**config.mk**
```make
export PLATFORM = sky130hd
export DESIGN_NAME = xps_select
export DESIGN_NICKNAME = d
export VERILOG_FILES = /design/src/include/xps_pkg.sv /design/src/include/xps_cyc_if.sv /design/src/rtl/xps_wait_timer.sv /design/src/rtl/xps_select.sv
export SDC_FILE = /design/constraint.sdc
export NUM_CORES = 1
export LEC_CHECK = 0
export BUFFER_PORTS_ARGS = -buffer_cell sky130_fd_sc_hd__buf_2
export CAP_MARGIN = 20
export CELL_PAD_IN_SITES_DETAIL_PLACEMENT = 0
export CELL_PAD_IN_SITES_GLOBAL_PLACEMENT = 1
export CORE_ASPECT_RATIO = 1.5
export CORE_MARGIN = 5
export CORE_UTILIZATION = 36
export DETAILED_ROUTE_END_ITERATION = 10
export GPL_ROUTABILITY_DRIVEN = 0
export PLACE_DENSITY = 0.87
export SKIP_CTS_REPAIR_TIMING = 1
export SYNTH_ARGS = -nofsm -noshare
export SYNTH_HDL_FRONTEND = slang
export SYNTH_SLANG_ARGS = --single-unit
```
**constraint.sdc**
```tcl
create_clock -name CORE_CLK_IN -period 2.4 [get_ports CORE_CLK_IN]
set_input_delay 0 -clock CORE_CLK_IN [delete_from_list [all_inputs] [get_ports CORE_CLK_IN]]
set_output_delay 0 -clock CORE_CLK_IN [all_outputs]
set_load 0.05 [all_outputs]
```
**src/include/xps_pkg.sv**
```systemverilog
// constants and types for the extension bus peripheral select block
// assumes a 16-bit cpu core bus with byte addresses of 24 bits
// Behaviour
// rtc window goes on-chip only with global enable and bit 4
// extra pwm window goes on-chip only with global enable and bit 6
// extra async serial window goes on-chip only with global enable and bit 7
// extra sync serial window goes on-chip only with global enable and bit 8
// extra i2c window goes on-chip only with global enable and bit 9
// misc features window goes on-chip only with global enable and bit 10
// each peripheral access takes exactly two wait states, no tristate wait
// peripheral windows use demultiplexed addresses, 16-bit words only
// with a can module enabled only four segment address lines are driven; the code needs global enable and drives none under port seven select
// port seven select swaps shared pins and limits memory to 64 Kbytes
// a peripheral disabled at global enable claims no space, pins or interrupts
// after end of init, clocks of disabled peripherals stop except rams and misc
// peripherals gated off after end of init receive no reset
// software copies the enable register into the emulation copy register
// software writes the emulation copy last, after both config registers
// a disabled window goes external only if all shared-range enables are zero
// enable register is readable and writable; a set bit enables that module
// enable register writes are ignored once global enable is set
// after reset only the first can and small ram are enabled
// addresses outside enabled windows go unchanged to the external bus; the code keeps shared-range ones internal while any sharer is enabled
package xps_pkg;
	localparam int          XPS_AW            = 24;
	localparam int          XPS_DW            = 16;
	localparam int          XPS_NPER          = 16;
	localparam logic [15:0] XPS_EN_RESET      = 16'h0005;
	localparam logic [15:0] XPS_EN_WMASK      = 16'h07DF;
	localparam logic [15:0] XPS_EN_CLK_KEEP   = 16'h040C;
	localparam logic [15:0] XPS_EN_SHARED     = 16'h07D3;
	localparam int          XPS_BIT_CAN1      = 0;
	localparam int          XPS_BIT_CAN2      = 1;
	localparam int          XPS_BIT_RTC       = 4;
	localparam int          XPS_BIT_PWM       = 6;
	localparam int          XPS_BIT_ASC       = 7;
	localparam int          XPS_BIT_SSC       = 8;
	localparam int          XPS_BIT_I2C       = 9;
	localparam int          XPS_BIT_MISC      = 10;
	localparam logic [23:0] XPS_WIN_CAN1      = 24'h00EF00;
	localparam logic [23:0] XPS_WIN_CAN2      = 24'h00EE00;
	localparam logic [23:0] XPS_WIN_RTC       = 24'h00ED00;
	localparam logic [23:0] XPS_WIN_PWM       = 24'h00EC00;
	localparam logic [23:0] XPS_WIN_ASC       = 24'h00E900;
	localparam logic [23:0] XPS_WIN_SSC       = 24'h00E800;
	localparam logic [23:0] XPS_WIN_I2C       = 24'h00EA00;
	localparam logic [23:0] XPS_WIN_MISC      = 24'h00EB00;
	localparam logic [23:0] XPS_SHARED_BASE   = 24'h00E800;
	localparam logic [23:0] XPS_SHARED_MASK   = 24'hFFF800;
	localparam logic [23:0] XPS_WIN_MASK      = 24'hFFFF00;
	localparam int          XPS_WAIT_STATES   = 2;
	localparam int          XPS_CPU_MHZ       = 40;
	localparam int          XPS_CYCLE_NS      = 100;
	localparam int          XPS_CLK_MHZ       = 100;
	// one cpu clock at 40 MHz, in core clocks at 100 MHz, rounded up
	localparam int          XPS_WS_CYC        = (XPS_CLK_MHZ + XPS_CPU_MHZ - 1) / XPS_CPU_MHZ;
	localparam logic [7:0]  XPS_SEG_ALL       = 8'hFF;
	localparam logic [7:0]  XPS_SEG_FOUR      = 8'h0F;
	localparam logic [7:0]  XPS_SEG_NONE      = 8'h00;

	typedef enum logic [1:0] {
		XPS_IDLE = 2'b00,
		XPS_WAIT = 2'b01,
		XPS_DONE = 2'b10
	} xps_state_t;

	// window match for a 256-byte peripheral window
	function automatic logic xps_in_win(input logic [23:0] a, input logic [23:0] base);
		xps_in_win = ((a & XPS_WIN_MASK) == base);
	endfunction : xps_in_win
endpackage : xps_pkg

```
**src/include/xps_cyc_if.sv**
```systemverilog
// request and completion signals between the decoder and the cycle timer
// assumes one clock domain shared by both ends
`timescale 1ns/1ps
interface xps_cyc_if;
	logic start;
	logic done;
	logic busy;
	modport ctrl  (output start, input done, input busy);
	modport timer (input start, output done, output busy);
endinterface : xps_cyc_if

```
**src/rtl/xps_wait_timer.sv**
```systemverilog
// times one extension bus cycle: fixed wait states, no tristate wait
// assumes start is a one-cycle pulse only while busy is low
`timescale 1ns/1ps
module xps_wait_timer
	import xps_pkg::*;
#(
	parameter int WAIT_CYC = XPS_WAIT_STATES * XPS_WS_CYC
) (
	input  wire logic clk,
	input  wire logic rst_n,
	xps_cyc_if.timer  cyc
);
	initial begin
		if (WAIT_CYC < 1 || WAIT_CYC > 255) begin
			$error("xps_wait_timer: WAIT_CYC out of range");
		end
	end

	typedef struct packed {
		logic [7:0] cnt;
		logic       busy;
		logic       done;
	} xps_tmr_t;

	xps_tmr_t s_q, s_d;

	always_comb begin
		s_d      = s_q;
		s_d.done = 1'b0;
		if (s_q.busy) begin
			if (s_q.cnt == 8'h00) begin
				s_d.busy = 1'b0;
				s_d.done = 1'b1;
			end else begin
				s_d.cnt = s_q.cnt - 8'h01;
			end
		end else if (cyc.start) begin
			// address phase plus exactly the wait states
			s_d.busy = 1'b1;
			s_d.cnt  = 8'(WAIT_CYC);
		end
	end

	always_ff @(posedge clk) begin
		if (!rst_n) begin
			s_q <= '0;
		end else begin
			s_q <= s_d;
		end
	end

	assign cyc.done = s_q.done;
	assign cyc.busy = s_q.busy;
endmodule : xps_wait_timer

```
**src/rtl/xps_select.sv**
```systemverilog
// extension bus peripheral select: enable register, window decode, clock gating
// assumes the cpu holds a request until ACK_OUT and issues no new one before
`timescale 1ns/1ps
module xps_select
	import xps_pkg::*;
#(
	parameter int AW = XPS_AW,
	parameter int DW = XPS_DW
) (
	input  wire logic          CORE_CLK_IN,
	input  wire logic          RESETN_IN,
	input  wire logic          REQ_IN,
	input  wire logic          WR_IN,
	input  wire logic          WORD_IN,
	input  wire logic [AW-1:0] ADDR_IN,
	input  wire logic [DW-1:0] WDATA_IN,
	input  wire logic          ENREG_SEL_IN,
	input  wire logic          GLOBAL_EXTENSION_ENABLE_IN,
	input  wire logic          END_OF_INIT_INSTRUCTION_IN,
	input  wire logic          PORT_SEVEN_PIN_SELECT_IN,
	input  wire logic [DW-1:0] XRDATA_IN,
	output logic      [DW-1:0] RDATA_OUT,
	output logic               ACK_OUT,
	output logic               BYTE_ERR_OUT,
	output logic [XPS_NPER-1:0] XSEL_OUT,
	output logic      [AW-1:0] XADDR_OUT,
	output logic      [DW-1:0] XWDATA_OUT,
	output logic               XWR_OUT,
	output logic               EXT_REQ_OUT,
	output logic      [AW-1:0] EXT_ADDR_OUT,
	output logic      [7:0]    SEG_LINES_EN_OUT,
	output logic               PORT7_ON_PINS_OUT,
	output logic               EXT_64K_LIMIT_OUT,
	output logic [XPS_NPER-1:0] PER_CLK_EN_OUT,
	output logic [XPS_NPER-1:0] PER_RST_EN_OUT,
	output logic [XPS_NPER-1:0] PER_CLAIM_OUT,
	output logic [DW-1:0]      PERIPHERAL_ENABLE_REGISTER_OUT
);
	initial begin
		if (AW != XPS_AW || DW != XPS_DW) begin
			$error("xps_select: only 24-bit address and 16-bit data supported");
		end
	end

	typedef struct packed {
		xps_state_t                st;
		logic [15:0]               en;
		logic                      gated;
		logic [DW-1:0]             rdata;
		logic                      ack;
		logic                      byte_err;
		logic [XPS_NPER-1:0]       xsel;
		logic [AW-1:0]             xaddr;
		logic [DW-1:0]             xwdata;
		logic                      xwr;
		logic                      ext_req;
		logic [AW-1:0]             ext_addr;
		logic [7:0]                seg_en;
		logic                      p7;
		logic                      lim64;
		logic [XPS_NPER-1:0]       clk_en;
		logic [XPS_NPER-1:0]       rst_en;
		logic [XPS_NPER-1:0]       claim;
	} xps_state_all_t;

	xps_state_all_t s_q, s_d;
	xps_cyc_if      cyc ();

	logic [XPS_NPER-1:0] hit;
	logic [XPS_NPER-1:0] active;
	logic                in_shared;
	logic                any_shared;

	xps_wait_timer xps_wait_timer_i (
		.clk   (CORE_CLK_IN),
		.rst_n (RESETN_IN),
		.cyc   (cyc)
	);

	// per-bit window hits; unused bits never match
	always_comb begin
		hit = '0;
		hit[XPS_BIT_CAN1] = xps_in_win(ADDR_IN, XPS_WIN_CAN1);
		hit[XPS_BIT_CAN2] = xps_in_win(ADDR_IN, XPS_WIN_CAN2);
		hit[XPS_BIT_RTC]  = xps_in_win(ADDR_IN, XPS_WIN_RTC);
		hit[XPS_BIT_PWM]  = xps_in_win(ADDR_IN, XPS_WIN_PWM);
		hit[XPS_BIT_ASC]  = xps_in_win(ADDR_IN, XPS_WIN_ASC);
		hit[XPS_BIT_SSC]  = xps_in_win(ADDR_IN, XPS_WIN_SSC);
		hit[XPS_BIT_I2C]  = xps_in_win(ADDR_IN, XPS_WIN_I2C);
		hit[XPS_BIT_MISC] = xps_in_win(ADDR_IN, XPS_WIN_MISC);
	end

	// a window is live only with the global enable; disabled ones claim nothing
	assign active     = GLOBAL_EXTENSION_ENABLE_IN ? (s_q.en & XPS_EN_SHARED) : '0;
	assign in_shared  = ((ADDR_IN & XPS_SHARED_MASK) == XPS_SHARED_BASE);
	assign any_shared = |active;

	always_comb begin
		s_d          = s_q;
		s_d.ack      = 1'b0;
		s_d.byte_err = 1'b0;
		s_d.ext_req  = 1'b0;
		cyc.start    = 1'b0;

		// enable register: read any time, writes frozen after global enable
		if (ENREG_SEL_IN && REQ_IN && WR_IN && !GLOBAL_EXTENSION_ENABLE_IN) begin
			s_d.en = WDATA_IN & XPS_EN_WMASK;
		end

		unique case (s_q.st)
			XPS_IDLE: begin
				// never start a cycle while the timer still runs the previous one
				if (REQ_IN && !ENREG_SEL_IN && !s_q.ack && !cyc.busy) begin
					if (|(hit & active)) begin
						if (!WORD_IN) begin
							// byte access to a word-only window: refused, answered at once
							s_d.byte_err = 1'b1;
							s_d.ack      = 1'b1;
						end else begin
							s_d.xsel   = hit & active;
							s_d.xaddr  = ADDR_IN;
							s_d.xwdata = WDATA_IN;
							s_d.xwr    = WR_IN;
							cyc.start  = 1'b1;
							s_d.st     = XPS_WAIT;
						end
					end else if (in_shared && any_shared) begin
						// shared range stays internal while any sharer is on: no external cycle
						s_d.rdata = '0;
						s_d.ack   = 1'b1;
					end else begin
						s_d.ext_req  = 1'b1;
						s_d.ext_addr = ADDR_IN;
						s_d.ack      = 1'b1;
						s_d.rdata    = '0;
					end
				end else if (REQ_IN && ENREG_SEL_IN && !s_q.ack) begin
					s_d.rdata = s_q.en;
					s_d.ack   = 1'b1;
				end
			end
			XPS_WAIT: begin
				if (cyc.done) begin
					s_d.rdata = s_q.xwr ? '0 : XRDATA_IN;
					s_d.ack   = 1'b1;
					s_d.xsel  = '0;
					s_d.xwr   = 1'b0;
					s_d.st    = XPS_DONE;
				end
			end
			XPS_DONE: begin
				s_d.st = XPS_IDLE;
			end
			default: begin
				s_d.st = XPS_IDLE;
			end
		endcase

		// segment lines: four with any can enabled under global enable, none when port seven takes the pins
		if (PORT_SEVEN_PIN_SELECT_IN) begin
			s_d.seg_en = XPS_SEG_NONE;
		end else if (GLOBAL_EXTENSION_ENABLE_IN && (s_q.en[XPS_BIT_CAN1] || s_q.en[XPS_BIT_CAN2])) begin
			s_d.seg_en = XPS_SEG_FOUR;
		end else begin
			s_d.seg_en = XPS_SEG_ALL;
		end
		s_d.p7    = PORT_SEVEN_PIN_SELECT_IN;
		s_d.lim64 = PORT_SEVEN_PIN_SELECT_IN;
		s_d.claim = active;

		// gating is latched at end of init and never undone until reset
		if (END_OF_INIT_INSTRUCTION_IN) begin
			s_d.gated = 1'b1;
		end
		if (s_q.gated) begin
			s_d.clk_en = s_q.en | XPS_EN_CLK_KEEP;
			s_d.rst_en = s_q.en | XPS_EN_CLK_KEEP;
		end else begin
			s_d.clk_en = '1;
			s_d.rst_en = '1;
		end
	end

	always_ff @(posedge CORE_CLK_IN) begin
		if (!RESETN_IN) begin
			s_q        <= '0;
			s_q.st     <= XPS_IDLE;
			s_q.en     <= XPS_EN_RESET;
			s_q.seg_en <= XPS_SEG_ALL;
			s_q.clk_en <= '1;
			s_q.rst_en <= '1;
		end else begin
			s_q <= s_d;
		end
	end

	assign RDATA_OUT                      = s_q.rdata;
	assign ACK_OUT                        = s_q.ack;
	assign BYTE_ERR_OUT                   = s_q.byte_err;
	assign XSEL_OUT                       = s_q.xsel;
	assign XADDR_OUT                      = s_q.xaddr;
	assign XWDATA_OUT                     = s_q.xwdata;
	assign XWR_OUT                        = s_q.xwr;
	assign EXT_REQ_OUT                    = s_q.ext_req;
	assign EXT_ADDR_OUT                   = s_q.ext_addr;
	assign SEG_LINES_EN_OUT               = s_q.seg_en;
	assign PORT7_ON_PINS_OUT              = s_q.p7;
	assign EXT_64K_LIMIT_OUT              = s_q.lim64;
	assign PER_CLK_EN_OUT                 = s_q.clk_en;
	assign PER_RST_EN_OUT                 = s_q.rst_en;
	assign PER_CLAIM_OUT                  = s_q.claim;
	assign PERIPHERAL_ENABLE_REGISTER_OUT = s_q.en;
endmodule : xps_select

```
==> results.txt <==
Largest stage delay, worst path - 520 ps
Vias in the first global route - 4415
Total gr overflow - 0
Drt drc - 0
TritonCTS Buffers - 17
Fin crit period - 2190 ps
I/O Buffers - 210
Width of the die - 117 um
Final period utilization - 91.1%
Overall Power - 6080 uW
Top cell type's share of synthesized area - 43.5%
Via density - 4.77
Via count - 4960
Setup Viol. Count Final - 0
Worst-Margin Slew - 542 ps
Async SR Flop Fraction - 0%
P_leak - 0.00349 uW
Clock sink count - 134
First-pass DRT Iterations - 7
CP Launch Type - input port
Rel. slew slack - 63.7%
Critical-path top delay cell - dlygate4sd3_1
Crit-path leading delay family - buffers and inverters
Num rows - 58
Fin. Hold Viols - 0
CTS max path bufs - 2
Status - complete, no violations
Top cells by area, synth - dfxtp_1 (43%), buf_4 (21%), nand2_1 (5.4%)
Max Transition Viols Final - 0
CP endpoint kind - flop
Post-synthesis sequential area ratio - 43.5%
Skew final - 8.33 ps
Yosys reg bits - 134
Crit path max fanout - 11
Synth unique cells - 53
Core area - 16800 um^2
Ratio of cells with drive above 1 in the final layout - 34.1%
Most common cell after layout, fill and taps aside - buf_2
Number of synthesized flops with an enable pin - 0
Layout Nets - 882
CP Launch Point - GLOBAL_EXTENSION_ENABLE_IN
DRT iter0 DRCs - 303
Syn_area_per_cell - 8.95 um^2
Starting Density - 36.6%
Cell Area, Synth - 6170 um^2
Top_reg_cell synth - dfxtp_1
Skew-Pair Late Insertion Delay - 420 ps
Crit-path most repeated cell - buf_4
Synthesized instance count - 689
Global-route wire length before repair - 23.7 mm
Largest net degree at the start of global routing - 36
Clk pin slew, worst setup/hold paths - 60 ps
Warnings, synthesis - 0
Final WS setup - 214 ps
Num ports - 239
Reg2reg end - xps_wait_timer_i.s_q[9]
Hold Crit Class - in -> reg
Power per cell area - 802 nW/um^2
Die area - 19900 um^2
Initial antenna violation count - 0
Antenna Violating Nets Remaining - 0
R2R depth - 7
Die height - 170 um
Maxcap violations - 0
CP Depth - 9
Most frequent cells in the layout - buf_2 (210), dfxtp_1 (134), nand2_1 (88)
Maximum vdd drop - 0.000503 V
GRT Util Overall - 15.5%
CTS tree - yes
Worst path buffer plus inverter count - 4
Arr. time, crit path - 2550 ps
Reg2reg start - s_q[175]
Crit path to - RDATA_OUT[13]
H-tree depth - 4
Required @ worst endpoint - 2760 ps
Min Hold Slack - 27.5 ps
Critical-path cell list - dlygate4sd3_1 > buf_2 > or4b_1 > nor4_4 > buf_4 > o21ai_1 > a21oi_1 > buf_4 > a22o_1
R2r setup slk - 310 ps
Setup TNS - 0 ps
Avg WL per Cell - 16.2 um
Area grow syn2layout - 23.0%
Synth area leader - dfxtp_1
DPL Wire Length - 11.9 mm
Crit Path Class - in -> reg
Root buffer cell - clkbuf_16
Antenna Cells - 0
Max Freq - 457 MHz
DP Worst Slack - 307 ps
RSZ-0062 raised after global routing - false
WL final - 16.8 mm
==> area by class of cell <==
class                   instances  area [um^2]
clock buffers                  20          467
clock inverters                12          221
fillers                      1607         9250
repair buffers                284         1760
flip-flops and latches        134         2680
multi-input cells             373         2170
well taps                     210          263
inverters                       6         22.5
==> worst reg2reg max path: cells and delay by family, from the launching register on <==
kind / cells / cell delay (ps)
and+or+nand+nor: 2 / 710
AOI/OAI and AO/OA: 3 / 560
DFF: 1 / 320
buffers and inverters: 2 / 390
==> how the worst min path moves through the flow <==
stage                             startpoint                                 to  cells past startpoint
global route                       RESETN_IN  PERIPHERAL_ENABLE_REGISTER_OUT[0]                      2
global placement    PORT_SEVEN_PIN_SELECT_IN                SEG_LINES_EN_OUT[3]                      2
CTS                 PORT_SEVEN_PIN_SELECT_IN                SEG_LINES_EN_OUT[3]                      2
floorplan                            WORD_IN                       BYTE_ERR_OUT                      1
detailed placement  PORT_SEVEN_PIN_SELECT_IN                SEG_LINES_EN_OUT[3]                      2
finish                             RESETN_IN  PERIPHERAL_ENABLE_REGISTER_OUT[0]                      2
==> cell usage after synthesis (2+ instances only) <==
master / number
buf_4: 172
dfxtp_1: 134
nand2_1: 88
a21oi_1: 42
nor2_1: 41
nor3_1: 28
mux2i_1: 25
a22o_1: 23
and3_1: 21
clkbuf_1: 20
o221ai_1: 10
buf_2: 8
nand3_1: 7
or2_2: 7
and2_1: 5
inv_1: 5
nor3b_1: 4
nor4_1: 4
a31oi_1: 3
a211oi_1: 2
a32o_1: 2
and3b_1: 2
buf_1: 2
conb_1: 2
nand4b_1: 2
nor2b_1: 2
nor4b_1: 2
==> stage by stage <==
step	instance area, um^2	std cells	utilization, %
after floorplan	6260	715	-
after global routing	7580	1039	45.0
after global placement	6380	956	37.9
after CTS	7070	988	42.0
final	7580	1039	45.0
after detailed placement	6380	956	37.9
==> flip-flops by register name, indices dropped and copies added, names as in the netlist <==
signal and count:
EXT_64K_LIMIT_OUT 1, PERIPHERAL_ENABLE_REGISTER_OUT 10, xps_wait_timer_i.s_q 8, ACK_OUT 1, XWR_OUT 1, EXT_ADDR_OUT 24
BYTE_ERR_OUT 1, XSEL_OUT 8, xps_wait_timer_i.cyc.done 1, PER_CLAIM_OUT 8, EXT_REQ_OUT 1, XWDATA_OUT 16
SEG_LINES_EN_OUT 2, PER_RST_EN_OUT 8, s_q 3, RDATA_OUT 16, xps_wait_timer_i.cyc.busy 1, XADDR_OUT 24
==> metal layers <==
layer  wire, um  global-route usage, %  vias to the layer above
li1           -                      -                     2386
met1       6250                   17.3                     2293
met2       8690                   27.2                      245
met3       1450                   4.62                       36
met4        431                   6.14                        0
met5          0                      0                        -
==> power by group <==
part | internal [uW] | switching (uW)
Combinational | 212 | 550
Sequential | 2280 | 32.0
Clock | 2030 | 978
==> cells by family after synthesis <==
family | Yosys count | synth area share (%)
adder cells (fa/ha/maj) | 1 | 0.203
AO/OA/AOI/OAI | 93 | 10.5
multiplexers | 27 | 4.61
AND/OR/NAND/NOR | 224 | 17.8
other | 2 | 0.122
flip-flops | 134 | 43.5
buffers and inverters | 208 | 23.3
Note: power is estimated with default switching activity, not from simulation.
